--- src/logic/can_filter_pkg.sv ---
package can_filter_pkg;

	// apb address and data
	localparam int unsigned ADDR_WIDTH = 12;
	localparam int unsigned DATA_WIDTH = 32;
	localparam int unsigned STRB_WIDTH = 4;
	localparam int unsigned LANE_WIDTH = 8;

	// register offsets (byte addresses)
	localparam logic [11:0] FILTER4_7_OFFSET = 12'h000;
	localparam logic [11:0] FILTER8_11_OFFSET = 12'h004;
	localparam logic [11:0] FILTER12_15_OFFSET = 12'h008;
	localparam logic [11:0] ROUTE_STATUS_OFFSET = 12'h00C;
	localparam logic [1:0] WORD_ALIGN = 2'h0;

	// pointer bank layout
	localparam int unsigned PTR_WIDTH = 4;
	localparam int unsigned REG_WIDTH = 16;
	localparam int unsigned FIELDS_PER_REG = 4;
	localparam int unsigned REG_COUNT = 3;
	localparam int unsigned FILTER_COUNT = 12;
	localparam int unsigned BANK_WIDTH = 48;
	localparam logic [3:0] FIRST_FILTER = 4'h4;

	// common pointer encoding
	localparam logic [3:0] PTR_RESET = 4'h0;
	localparam logic [3:0] FIFO_CODE = 4'hF;
	localparam int unsigned BUFFER_COUNT = 15;

	// route status register layout
	localparam int unsigned STATUS_CODE_LSB = 0;
	localparam int unsigned STATUS_FILTER_LSB = 4;
	localparam int unsigned STATUS_FIFO_BIT = 8;
	localparam int unsigned STATUS_FOREIGN_BIT = 9;
	localparam int unsigned STATUS_SEEN_BIT = 10;

	localparam logic [31:0] READ_ZERO = 32'h0000_0000;

endpackage

--- src/logic/apb_reg_decode.sv ---
`timescale 1ns/1ps
module apb_reg_decode (
	input wire logic [11:0] paddr,
	output logic [2:0] reg_sel,
	output logic status_sel,
	output logic addr_hit
);
	logic aligned;

	// misaligned byte addresses are treated as unmapped
	assign aligned = (paddr[1:0] == can_filter_pkg::WORD_ALIGN);
	assign reg_sel[0] = aligned && (paddr == can_filter_pkg::FILTER4_7_OFFSET);
	assign reg_sel[1] = aligned && (paddr == can_filter_pkg::FILTER8_11_OFFSET);
	assign reg_sel[2] = aligned && (paddr == can_filter_pkg::FILTER12_15_OFFSET);
	assign status_sel = aligned && (paddr == can_filter_pkg::ROUTE_STATUS_OFFSET);
	assign addr_hit = (|reg_sel) || status_sel;
endmodule

--- src/logic/buffer_pointer_decode.sv ---
`timescale 1ns/1ps
module buffer_pointer_decode (
	input wire logic [3:0] ptr_code,
	output logic to_fifo,
	output logic [14:0] buffer_select
);
	// all-ones code sends the message to the fifo
	assign to_fifo = (ptr_code == can_filter_pkg::FIFO_CODE); // RULE_05

	// codes 0 to 14 select the buffer of that number
	for (genvar b = 0; b < can_filter_pkg::BUFFER_COUNT; b++) begin : g_sel
		assign buffer_select[b] = (ptr_code == 4'(b)); // RULE_06
	end
endmodule

--- src/logic/can_filter_buffer_pointer.sv ---
// Contract
// RULE_01: filter 4 pointer sits in bits 3-0 of the filter 4-7 register.
// RULE_02: filter 11 pointer sits in bits 15-12 of the filter 8-11 register.
// RULE_03: filter 10 pointer sits in bits 11-8 of the filter 8-11 register.
// RULE_04: filter 9 pointer sits in bits 7-4 of the filter 8-11 register.
// RULE_05: pointer code 1111 routes accepted messages into the receive fifo.
// RULE_06: code 1110 selects buffer 14; lower codes select the buffer of that number.
// RULE_07: code 0001 routes accepted messages to buffer 1.
// RULE_08: code 0000 routes accepted messages to buffer 0.
// RULE_09: filters 14, 13, 12 sit in bits 11-8, 7-4, 3-0 of the 12-15 register.
// RULE_10: every pointer is software read/write and clears to zero at reset.
`timescale 1ns/1ps
module can_filter_buffer_pointer (
	input wire logic core_clk,
	input wire logic rst_n,
	input wire logic psel,
	input wire logic penable,
	input wire logic pwrite,
	input wire logic [11:0] paddr,
	input wire logic [31:0] pwdata,
	input wire logic [3:0] pstrb,
	output logic [31:0] prdata,
	output logic pready,
	output logic pslverr,
	input wire logic hit_valid,
	input wire logic [3:0] hit_filter,
	output logic route_valid,
	output logic route_to_fifo,
	output logic [3:0] route_buffer,
	output logic [14:0] route_buffer_select,
	output logic route_foreign,
	output logic [3:0] filter4_dest_ptr,
	output logic [3:0] filter5_dest_ptr,
	output logic [3:0] filter6_dest_ptr,
	output logic [3:0] filter7_dest_ptr,
	output logic [3:0] filter8_dest_ptr,
	output logic [3:0] filter9_dest_ptr,
	output logic [3:0] filter10_dest_ptr,
	output logic [3:0] filter11_dest_ptr,
	output logic [3:0] filter12_dest_ptr,
	output logic [3:0] filter13_dest_ptr,
	output logic [3:0] filter14_dest_ptr,
	output logic [3:0] filter15_dest_ptr
);

	logic [2:0] reg_sel;
	logic status_sel;
	logic addr_hit;
	logic setup_phase;
	logic access_phase;
	logic write_access;
	logic [47:0] ptr_bank;
	logic [31:0] next_prdata;
	logic [15:0] reg_word [3];

	logic lookup_foreign;
	logic [3:0] lookup_index;
	logic [3:0] lookup_code;
	logic lookup_fifo;
	logic [14:0] lookup_select;

	logic [3:0] last_filter;
	logic [3:0] last_code;
	logic last_fifo;
	logic last_foreign;
	logic route_seen;
	logic [31:0] status_word;

	// address decode

	apb_reg_decode u_decode (
		.paddr(paddr),
		.reg_sel(reg_sel),
		.status_sel(status_sel),
		.addr_hit(addr_hit)
	);

	// apb handshake: zero wait states, error on unmapped access

	assign setup_phase = psel && !penable;
	assign access_phase = psel && penable;
	assign write_access = access_phase && pwrite && addr_hit;
	assign pready = 1'b1;
	assign pslverr = access_phase && !addr_hit;

	// pointer bank: one field per filter, packed so that each register
	// reads back as a straight 16-bit slice of the bank

	for (genvar g = 0; g < can_filter_pkg::FILTER_COUNT; g++) begin : g_field
		localparam int unsigned REG_IDX = g / can_filter_pkg::FIELDS_PER_REG;
		localparam int unsigned FIELD_IDX = g % can_filter_pkg::FIELDS_PER_REG;
		localparam int unsigned BIT_LSB = FIELD_IDX * can_filter_pkg::PTR_WIDTH;
		localparam int unsigned LANE_IDX = BIT_LSB / can_filter_pkg::LANE_WIDTH;
		logic [3:0] ptr;

		always_ff @(posedge core_clk or negedge rst_n) begin
			if (!rst_n) begin
				ptr <= can_filter_pkg::PTR_RESET; // RULE_10
			end else if (write_access && reg_sel[REG_IDX] && pstrb[LANE_IDX]) begin
				ptr <= pwdata[BIT_LSB +: can_filter_pkg::PTR_WIDTH]; // RULE_01 RULE_02 RULE_03 RULE_04 RULE_09
			end
		end

		assign ptr_bank[g * can_filter_pkg::PTR_WIDTH +: can_filter_pkg::PTR_WIDTH] = ptr;
	end

	assign filter4_dest_ptr = ptr_bank[3:0]; // RULE_01
	assign filter5_dest_ptr = ptr_bank[7:4];
	assign filter6_dest_ptr = ptr_bank[11:8];
	assign filter7_dest_ptr = ptr_bank[15:12];
	assign filter8_dest_ptr = ptr_bank[19:16];
	assign filter9_dest_ptr = ptr_bank[23:20]; // RULE_04
	assign filter10_dest_ptr = ptr_bank[27:24]; // RULE_03
	assign filter11_dest_ptr = ptr_bank[31:28]; // RULE_02
	assign filter12_dest_ptr = ptr_bank[35:32]; // RULE_09
	assign filter13_dest_ptr = ptr_bank[39:36]; // RULE_09
	assign filter14_dest_ptr = ptr_bank[43:40]; // RULE_09
	assign filter15_dest_ptr = ptr_bank[47:44];

	// route status word, read-only

	always_comb begin
		status_word = can_filter_pkg::READ_ZERO;
		status_word[can_filter_pkg::STATUS_CODE_LSB +: can_filter_pkg::PTR_WIDTH] = last_code;
		status_word[can_filter_pkg::STATUS_FILTER_LSB +: can_filter_pkg::PTR_WIDTH] = last_filter;
		status_word[can_filter_pkg::STATUS_FIFO_BIT] = last_fifo;
		status_word[can_filter_pkg::STATUS_FOREIGN_BIT] = last_foreign;
		status_word[can_filter_pkg::STATUS_SEEN_BIT] = route_seen;
	end

	// read mux; upper half of every pointer word reads as zero

	for (genvar r = 0; r < can_filter_pkg::REG_COUNT; r++) begin : g_word
		assign reg_word[r] = ptr_bank[r * can_filter_pkg::REG_WIDTH +: can_filter_pkg::REG_WIDTH];
	end

	// the address decode is one-hot, so no priority is needed between words
	always_comb begin
		next_prdata = can_filter_pkg::READ_ZERO;
		for (int r = 0; r < can_filter_pkg::REG_COUNT; r++) begin
			if (reg_sel[r]) begin
				next_prdata[can_filter_pkg::REG_WIDTH - 1:0] = reg_word[r]; // RULE_10
			end
		end
		if (status_sel) begin
			next_prdata = status_word;
		end
	end

	// read data is captured in the setup cycle so that it is a flop output
	// throughout the access phase
	always_ff @(posedge core_clk or negedge rst_n) begin
		if (!rst_n) begin
			prdata <= can_filter_pkg::READ_ZERO;
		end else if (setup_phase && !pwrite) begin
			prdata <= next_prdata;
		end
	end

	// routing lookup for an accepted message

	// filters 0 to 3 belong to another bank and are flagged, not routed
	assign lookup_foreign = (hit_filter < can_filter_pkg::FIRST_FILTER);
	assign lookup_index = hit_filter - can_filter_pkg::FIRST_FILTER;

	// a plain mux keeps foreign indexes from selecting past the end of the bank
	always_comb begin
		lookup_code = can_filter_pkg::PTR_RESET;
		for (int k = 0; k < can_filter_pkg::FILTER_COUNT; k++) begin
			if (!lookup_foreign && lookup_index == 4'(k)) begin
				lookup_code = ptr_bank[k * can_filter_pkg::PTR_WIDTH +: can_filter_pkg::PTR_WIDTH];
			end
		end
	end

	buffer_pointer_decode u_ptr_decode (
		.ptr_code(lookup_code),
		.to_fifo(lookup_fifo),
		.buffer_select(lookup_select)
	);

	// a write in the same cycle as a hit does not affect that hit:
	// the lookup sees the pointer as it stood before the edge
	always_ff @(posedge core_clk or negedge rst_n) begin
		if (!rst_n) begin
			route_valid <= 1'b0;
		end else begin
			route_valid <= hit_valid;
		end
	end

	always_ff @(posedge core_clk or negedge rst_n) begin
		if (!rst_n) begin
			route_foreign <= 1'b0;
		end else if (hit_valid) begin
			route_foreign <= lookup_foreign;
		end
	end

	always_ff @(posedge core_clk or negedge rst_n) begin
		if (!rst_n) begin
			route_to_fifo <= 1'b0;
		end else if (hit_valid) begin
			route_to_fifo <= lookup_fifo && !lookup_foreign; // RULE_05
		end
	end

	// fifo and foreign hits select no dedicated buffer
	always_ff @(posedge core_clk or negedge rst_n) begin
		if (!rst_n) begin
			route_buffer <= can_filter_pkg::PTR_RESET;
		end else if (hit_valid && (lookup_fifo || lookup_foreign)) begin
			route_buffer <= can_filter_pkg::PTR_RESET;
		end else if (hit_valid) begin
			route_buffer <= lookup_code; // RULE_06 RULE_07 RULE_08
		end
	end

	always_ff @(posedge core_clk or negedge rst_n) begin
		if (!rst_n) begin
			route_buffer_select <= '0;
		end else if (hit_valid && (lookup_fifo || lookup_foreign)) begin
			route_buffer_select <= '0;
		end else if (hit_valid) begin
			route_buffer_select <= lookup_select; // RULE_06 RULE_07 RULE_08
		end
	end

	// last route, visible to software

	always_ff @(posedge core_clk or negedge rst_n) begin
		if (!rst_n) begin
			last_filter <= can_filter_pkg::PTR_RESET;
		end else if (hit_valid) begin
			last_filter <= hit_filter;
		end
	end

	always_ff @(posedge core_clk or negedge rst_n) begin
		if (!rst_n) begin
			last_code <= can_filter_pkg::PTR_RESET;
		end else if (hit_valid) begin
			last_code <= lookup_code;
		end
	end

	always_ff @(posedge core_clk or negedge rst_n) begin
		if (!rst_n) begin
			last_fifo <= 1'b0;
		end else if (hit_valid) begin
			last_fifo <= lookup_fifo && !lookup_foreign;
		end
	end

	always_ff @(posedge core_clk or negedge rst_n) begin
		if (!rst_n) begin
			last_foreign <= 1'b0;
		end else if (hit_valid) begin
			last_foreign <= lookup_foreign;
		end
	end

	// sticky until reset; no software clear exists, so nothing can race it
	always_ff @(posedge core_clk or negedge rst_n) begin
		if (!rst_n) begin
			route_seen <= 1'b0;
		end else if (hit_valid) begin
			route_seen <= 1'b1;
		end
	end

endmodule

--- config.mk ---
export PLATFORM = sky130hd
export DESIGN_NAME = can_filter_buffer_pointer
export DESIGN_NICKNAME = d
export VERILOG_FILES = /design/src/logic/can_filter_pkg.sv /design/src/logic/apb_reg_decode.sv /design/src/logic/buffer_pointer_decode.sv /design/src/logic/can_filter_buffer_pointer.sv
export SDC_FILE = /design/constraint.sdc
export NUM_CORES = 1
export LEC_CHECK = 0
export BUFFER_PORTS_ARGS = -buffer_cell sky130_fd_sc_hd__buf_2
export CORE_MARGIN = 4
export CORE_UTILIZATION = 36
export DETAILED_ROUTE_END_ITERATION = 8
export GPL_TIMING_DRIVEN = 0
export PLACE_DENSITY = 0.68
export SLEW_MARGIN = 10
export SYNTH_ARGS = -nofsm -noshare
export SYNTH_HDL_FRONTEND = slang
export SYNTH_SLANG_ARGS = --single-unit
--- constraint.sdc ---
create_clock -name core_clk -period 4.95 [get_ports core_clk]
set_input_delay 0.7425 -clock core_clk [delete_from_list [all_inputs] [get_ports core_clk]]
set_output_delay 0.7425 -clock core_clk [all_outputs]
set_load 0.01 [all_outputs]
==> impl_metrics.yaml <==
yosys:
  synth_edf_count: 0
  synthArstFlopShare: 1.00
  ys_warn_count: 0
  netlist_area_sq_mm: 0.00471
  ys.flop_type: "dfrtp_1"
  avgSynthCellArea_sq_um: 11.7
  ys_seq_elements: 95
  synth_cell_type_count: 55
  ys_seq_area_frac: 0.505
  syn_inst: 404
timing:
  finClkSkew_ns: 0.00450
  worst_pin_slew_ns: 0.644
  max-slew-margin-rel: 0.571
  worst_slack_ns: 2.49
  fmax_ghz: 0.407
  hold_violations: 0
  setup_viol: 0
  maxSlewViolCount: 0
  final.min_clock_period_ns: 2.46
  hold_ws_ns: 0.392
  tns_ns: 0
  min_period_over_period: 0.496
  rsz0062_at_grt: "no"
floorplanning:
  die_x_microns: 122
  die_y_microns: 122
  core_sq_mm: 0.0127
  initial_core_util: 0.370
  io_pins: 162
  die_area_sq_mm: 0.0150
  fp-row-count: 41
placement:
  placed_cells: 715
  gp_congestion: 0.911
  io_buffers: 123
  hpwl_microns: 10900
  post-place-ws_ns: 2.13
critical_path:
  cp_slowest_cell: "nand3_1"
  crit_type: "in2reg"
  cp_slowest_stage_delay_ns: 0.40
  start_kind: "input port"
  end_kind: "flip-flop"
  crit_arrival_ns: 2.69
  r2r_end: "route_buffer_select[9]$_DFFE_PN0P_"
  cp.required_ns: 5.18
  ff2ff_setup_slack_ns: 2.83
  r2r_cells: 5
  r2r-start: "filter14_dest_ptr[2]$_DFFE_PN0P_"
  worstPathCellList: "buf_2, nor4_1, nand3_1, nor2_1, nand2_1, mux2_2"
  cp_max_fo: 9
power_and_ir_drop:
  p_leak_nw: 3.19
  p_total_mw: 1.74
  pwr_density_cell_mw_per_mm2: 292
  max-vdd-ir-drop_uv: 167
layout:
  fin_cells: 732
  drive_above_1_share: 0.404
  reg.largest.list: "prdata: 16 flops, route_buffer_select: 15 flops"
  nets: 612
  area_delta_synth_final_pct: 26.9
  largest_register_ffs: 16
  top_register: "prdata"
drt:
  drt_wl_total_microns: 14100
  ant_nets: 0
  avgRoutedWirePerCell_microns: 19.2
  drcViolationCount: 0
  drtIter0Drc: 307
  routed_via_density: 5.21
  first_pass_iters: 5
  num_vias: 3811
clock_network:
  cts_tree: "yes"
  cts.root.buffer_cell: "clkbuf_16"
  htree_levels: 3
  clock_sinks: 95
  cts_buffer_depth: 2
  clk_pin_slew_ns: 0.07
  clock_latency_ns: 0.34
  post_cts_resized: 0
  cts_buffers: 9
  hold_buffers: 0
  cts_setup_buffers: 0
worst_hold_path:
  hp-class: "in2async"
global_route:
  grt_first_pass_wirelength_microns: 22200
  gr-usage-all-layers: 0.196
  grt_pass1_vias: 3986
  antenna_found_initial: 0
  grt_max_degree: 54
  grt_overflow: 0
status:
  run_status: "complete, no violations"
flow_run:
  max-cap-violations: 0
layout make-up:
cell class / count / area [sq um]
Antenna cell: 1 / 2.50
Buffer: 41 / 239
Clock buffer: 10 / 229
Clock inverter: 6 / 116
Fill cell: 1223 / 6750
Inverter: 17 / 63.8
Multi-Input combinational cell: 266 / 2080
Sequential cell: 95 / 2380
Tap cell: 172 / 215
Timing Repair Buffer: 124 / 646
worst max path at each step:
stage | cells past startpoint | from | end
after detailed placement | 6 | paddr[5] | filter10_dest_ptr[3]$_DFFE_PN0P_
final | 6 | paddr[5] | filter10_dest_ptr[3]$_DFFE_PN0P_
after global routing | 6 | paddr[9] | filter5_dest_ptr[2]$_DFFE_PN0P_
after global placement | 6 | paddr[9] | filter10_dest_ptr[0]$_DFFE_PN0P_
after floorplan | 6 | hit_filter[1] | route_buffer_select[10]$_DFFE_PN0P_
after CTS | 6 | paddr[5] | filter10_dest_ptr[3]$_DFFE_PN0P_
power breakdown:
group,internal (mW),switching (mW)
combinational,0.0546,0.0868
clock,0.499,0.305
sequential,0.788,0.00741
total,1.34,0.400
per-stage QoR:
step	utilization	area, sq um
after floorplan	-	4760
after global placement	0.440	5590
after detailed placement	0.442	5620
after CTS	0.469	5970
after global routing	0.469	5970
final	0.469	5970
critical path: cells and delay by family:
kind | cells | cell delay (ns)
buf+inv | 1 | 0.10
simple gates | 4 | 1.45
mux | 1 | 0.38
logic make-up after synthesis:
group / count (synthesis) / synth area share
flip-flops: 95 / 0.505
multiplexers: 80 / 0.198
AO/OA/AOI/OAI: 77 / 0.132
buffers and inverters: 58 / 0.0643
other: 2 / 0.00160
AND/OR/NAND/NOR: 92 / 0.0994
cells in the final DEF (no fill, tap or decap), types with 4 or more instances in the layout:
master | netlist | routed
clkbuf_16 | 0 | 9
nand3_1 | 7 | 7
clkbuf_1 | 15 | 16
o31ai_1 | 6 | 6
buf_2 | 5 | 127
o21ai_0 | 19 | 19
nand4_1 | 4 | 4
a21oi_1 | 5 | 5
mux4_2 | 5 | 5
mux2_1 | 10 | 10
o2bb2ai_1 | 13 | 13
conb_1 | 2 | 17
nand2b_1 | 4 | 4
o2bb2ai_2 | 4 | 4
buf_4 | 19 | 20
nor2_1 | 11 | 11
nor2b_1 | 6 | 6
dfrtp_1 | 95 | 95
a222oi_1 | 10 | 10
inv_1 | 17 | 17
mux2i_1 | 21 | 21
nand2_1 | 37 | 37
mux2_2 | 44 | 44
routing by layer:
layer	vias up	routed length [microns]	track usage
met1	1927	6150	0.259
met4	0	192	0.0686
met3	17	779	0.0350
li1	1740	-	-
met2	127	6950	0.324
met5	-	0	0
cell usage after synthesis (all sizes together) (2+ instances only):
library cell / number / area, sq um
a21boi: 2 / 15.0
a21o: 2 / 15.0
a21oi: 5 / 25.0
a222oi: 10 / 100
a22oi: 2 / 15.0
a31oi: 2 / 12.5
a32o: 2 / 21.3
and2: 3 / 18.8
and3: 2 / 12.5
buf: 26 / 183
clkbuf: 15 / 56.3
conb: 2 / 7.51
dfrtp: 95 / 2380
inv: 17 / 63.8
mux2: 54 / 608
mux2i: 21 / 210
mux4: 5 / 113
nand2: 37 / 139
nand2b: 4 / 25.0
nand3: 9 / 55.1
nand3b: 2 / 15.0
nand4: 4 / 25.0
nor2: 11 / 41.3
nor2b: 6 / 37.5
nor3: 2 / 10.0
nor3b: 2 / 15.0
nor4: 2 / 12.5
o2111ai: 2 / 23.8
o21ai: 19 / 95.1
o221a: 2 / 22.5
o2bb2ai: 17 / 174
o31ai: 6 / 45.0
or2: 3 / 18.8
or3: 2 / 17.5
No activity file was read; power rests on OpenSTA's default activity.
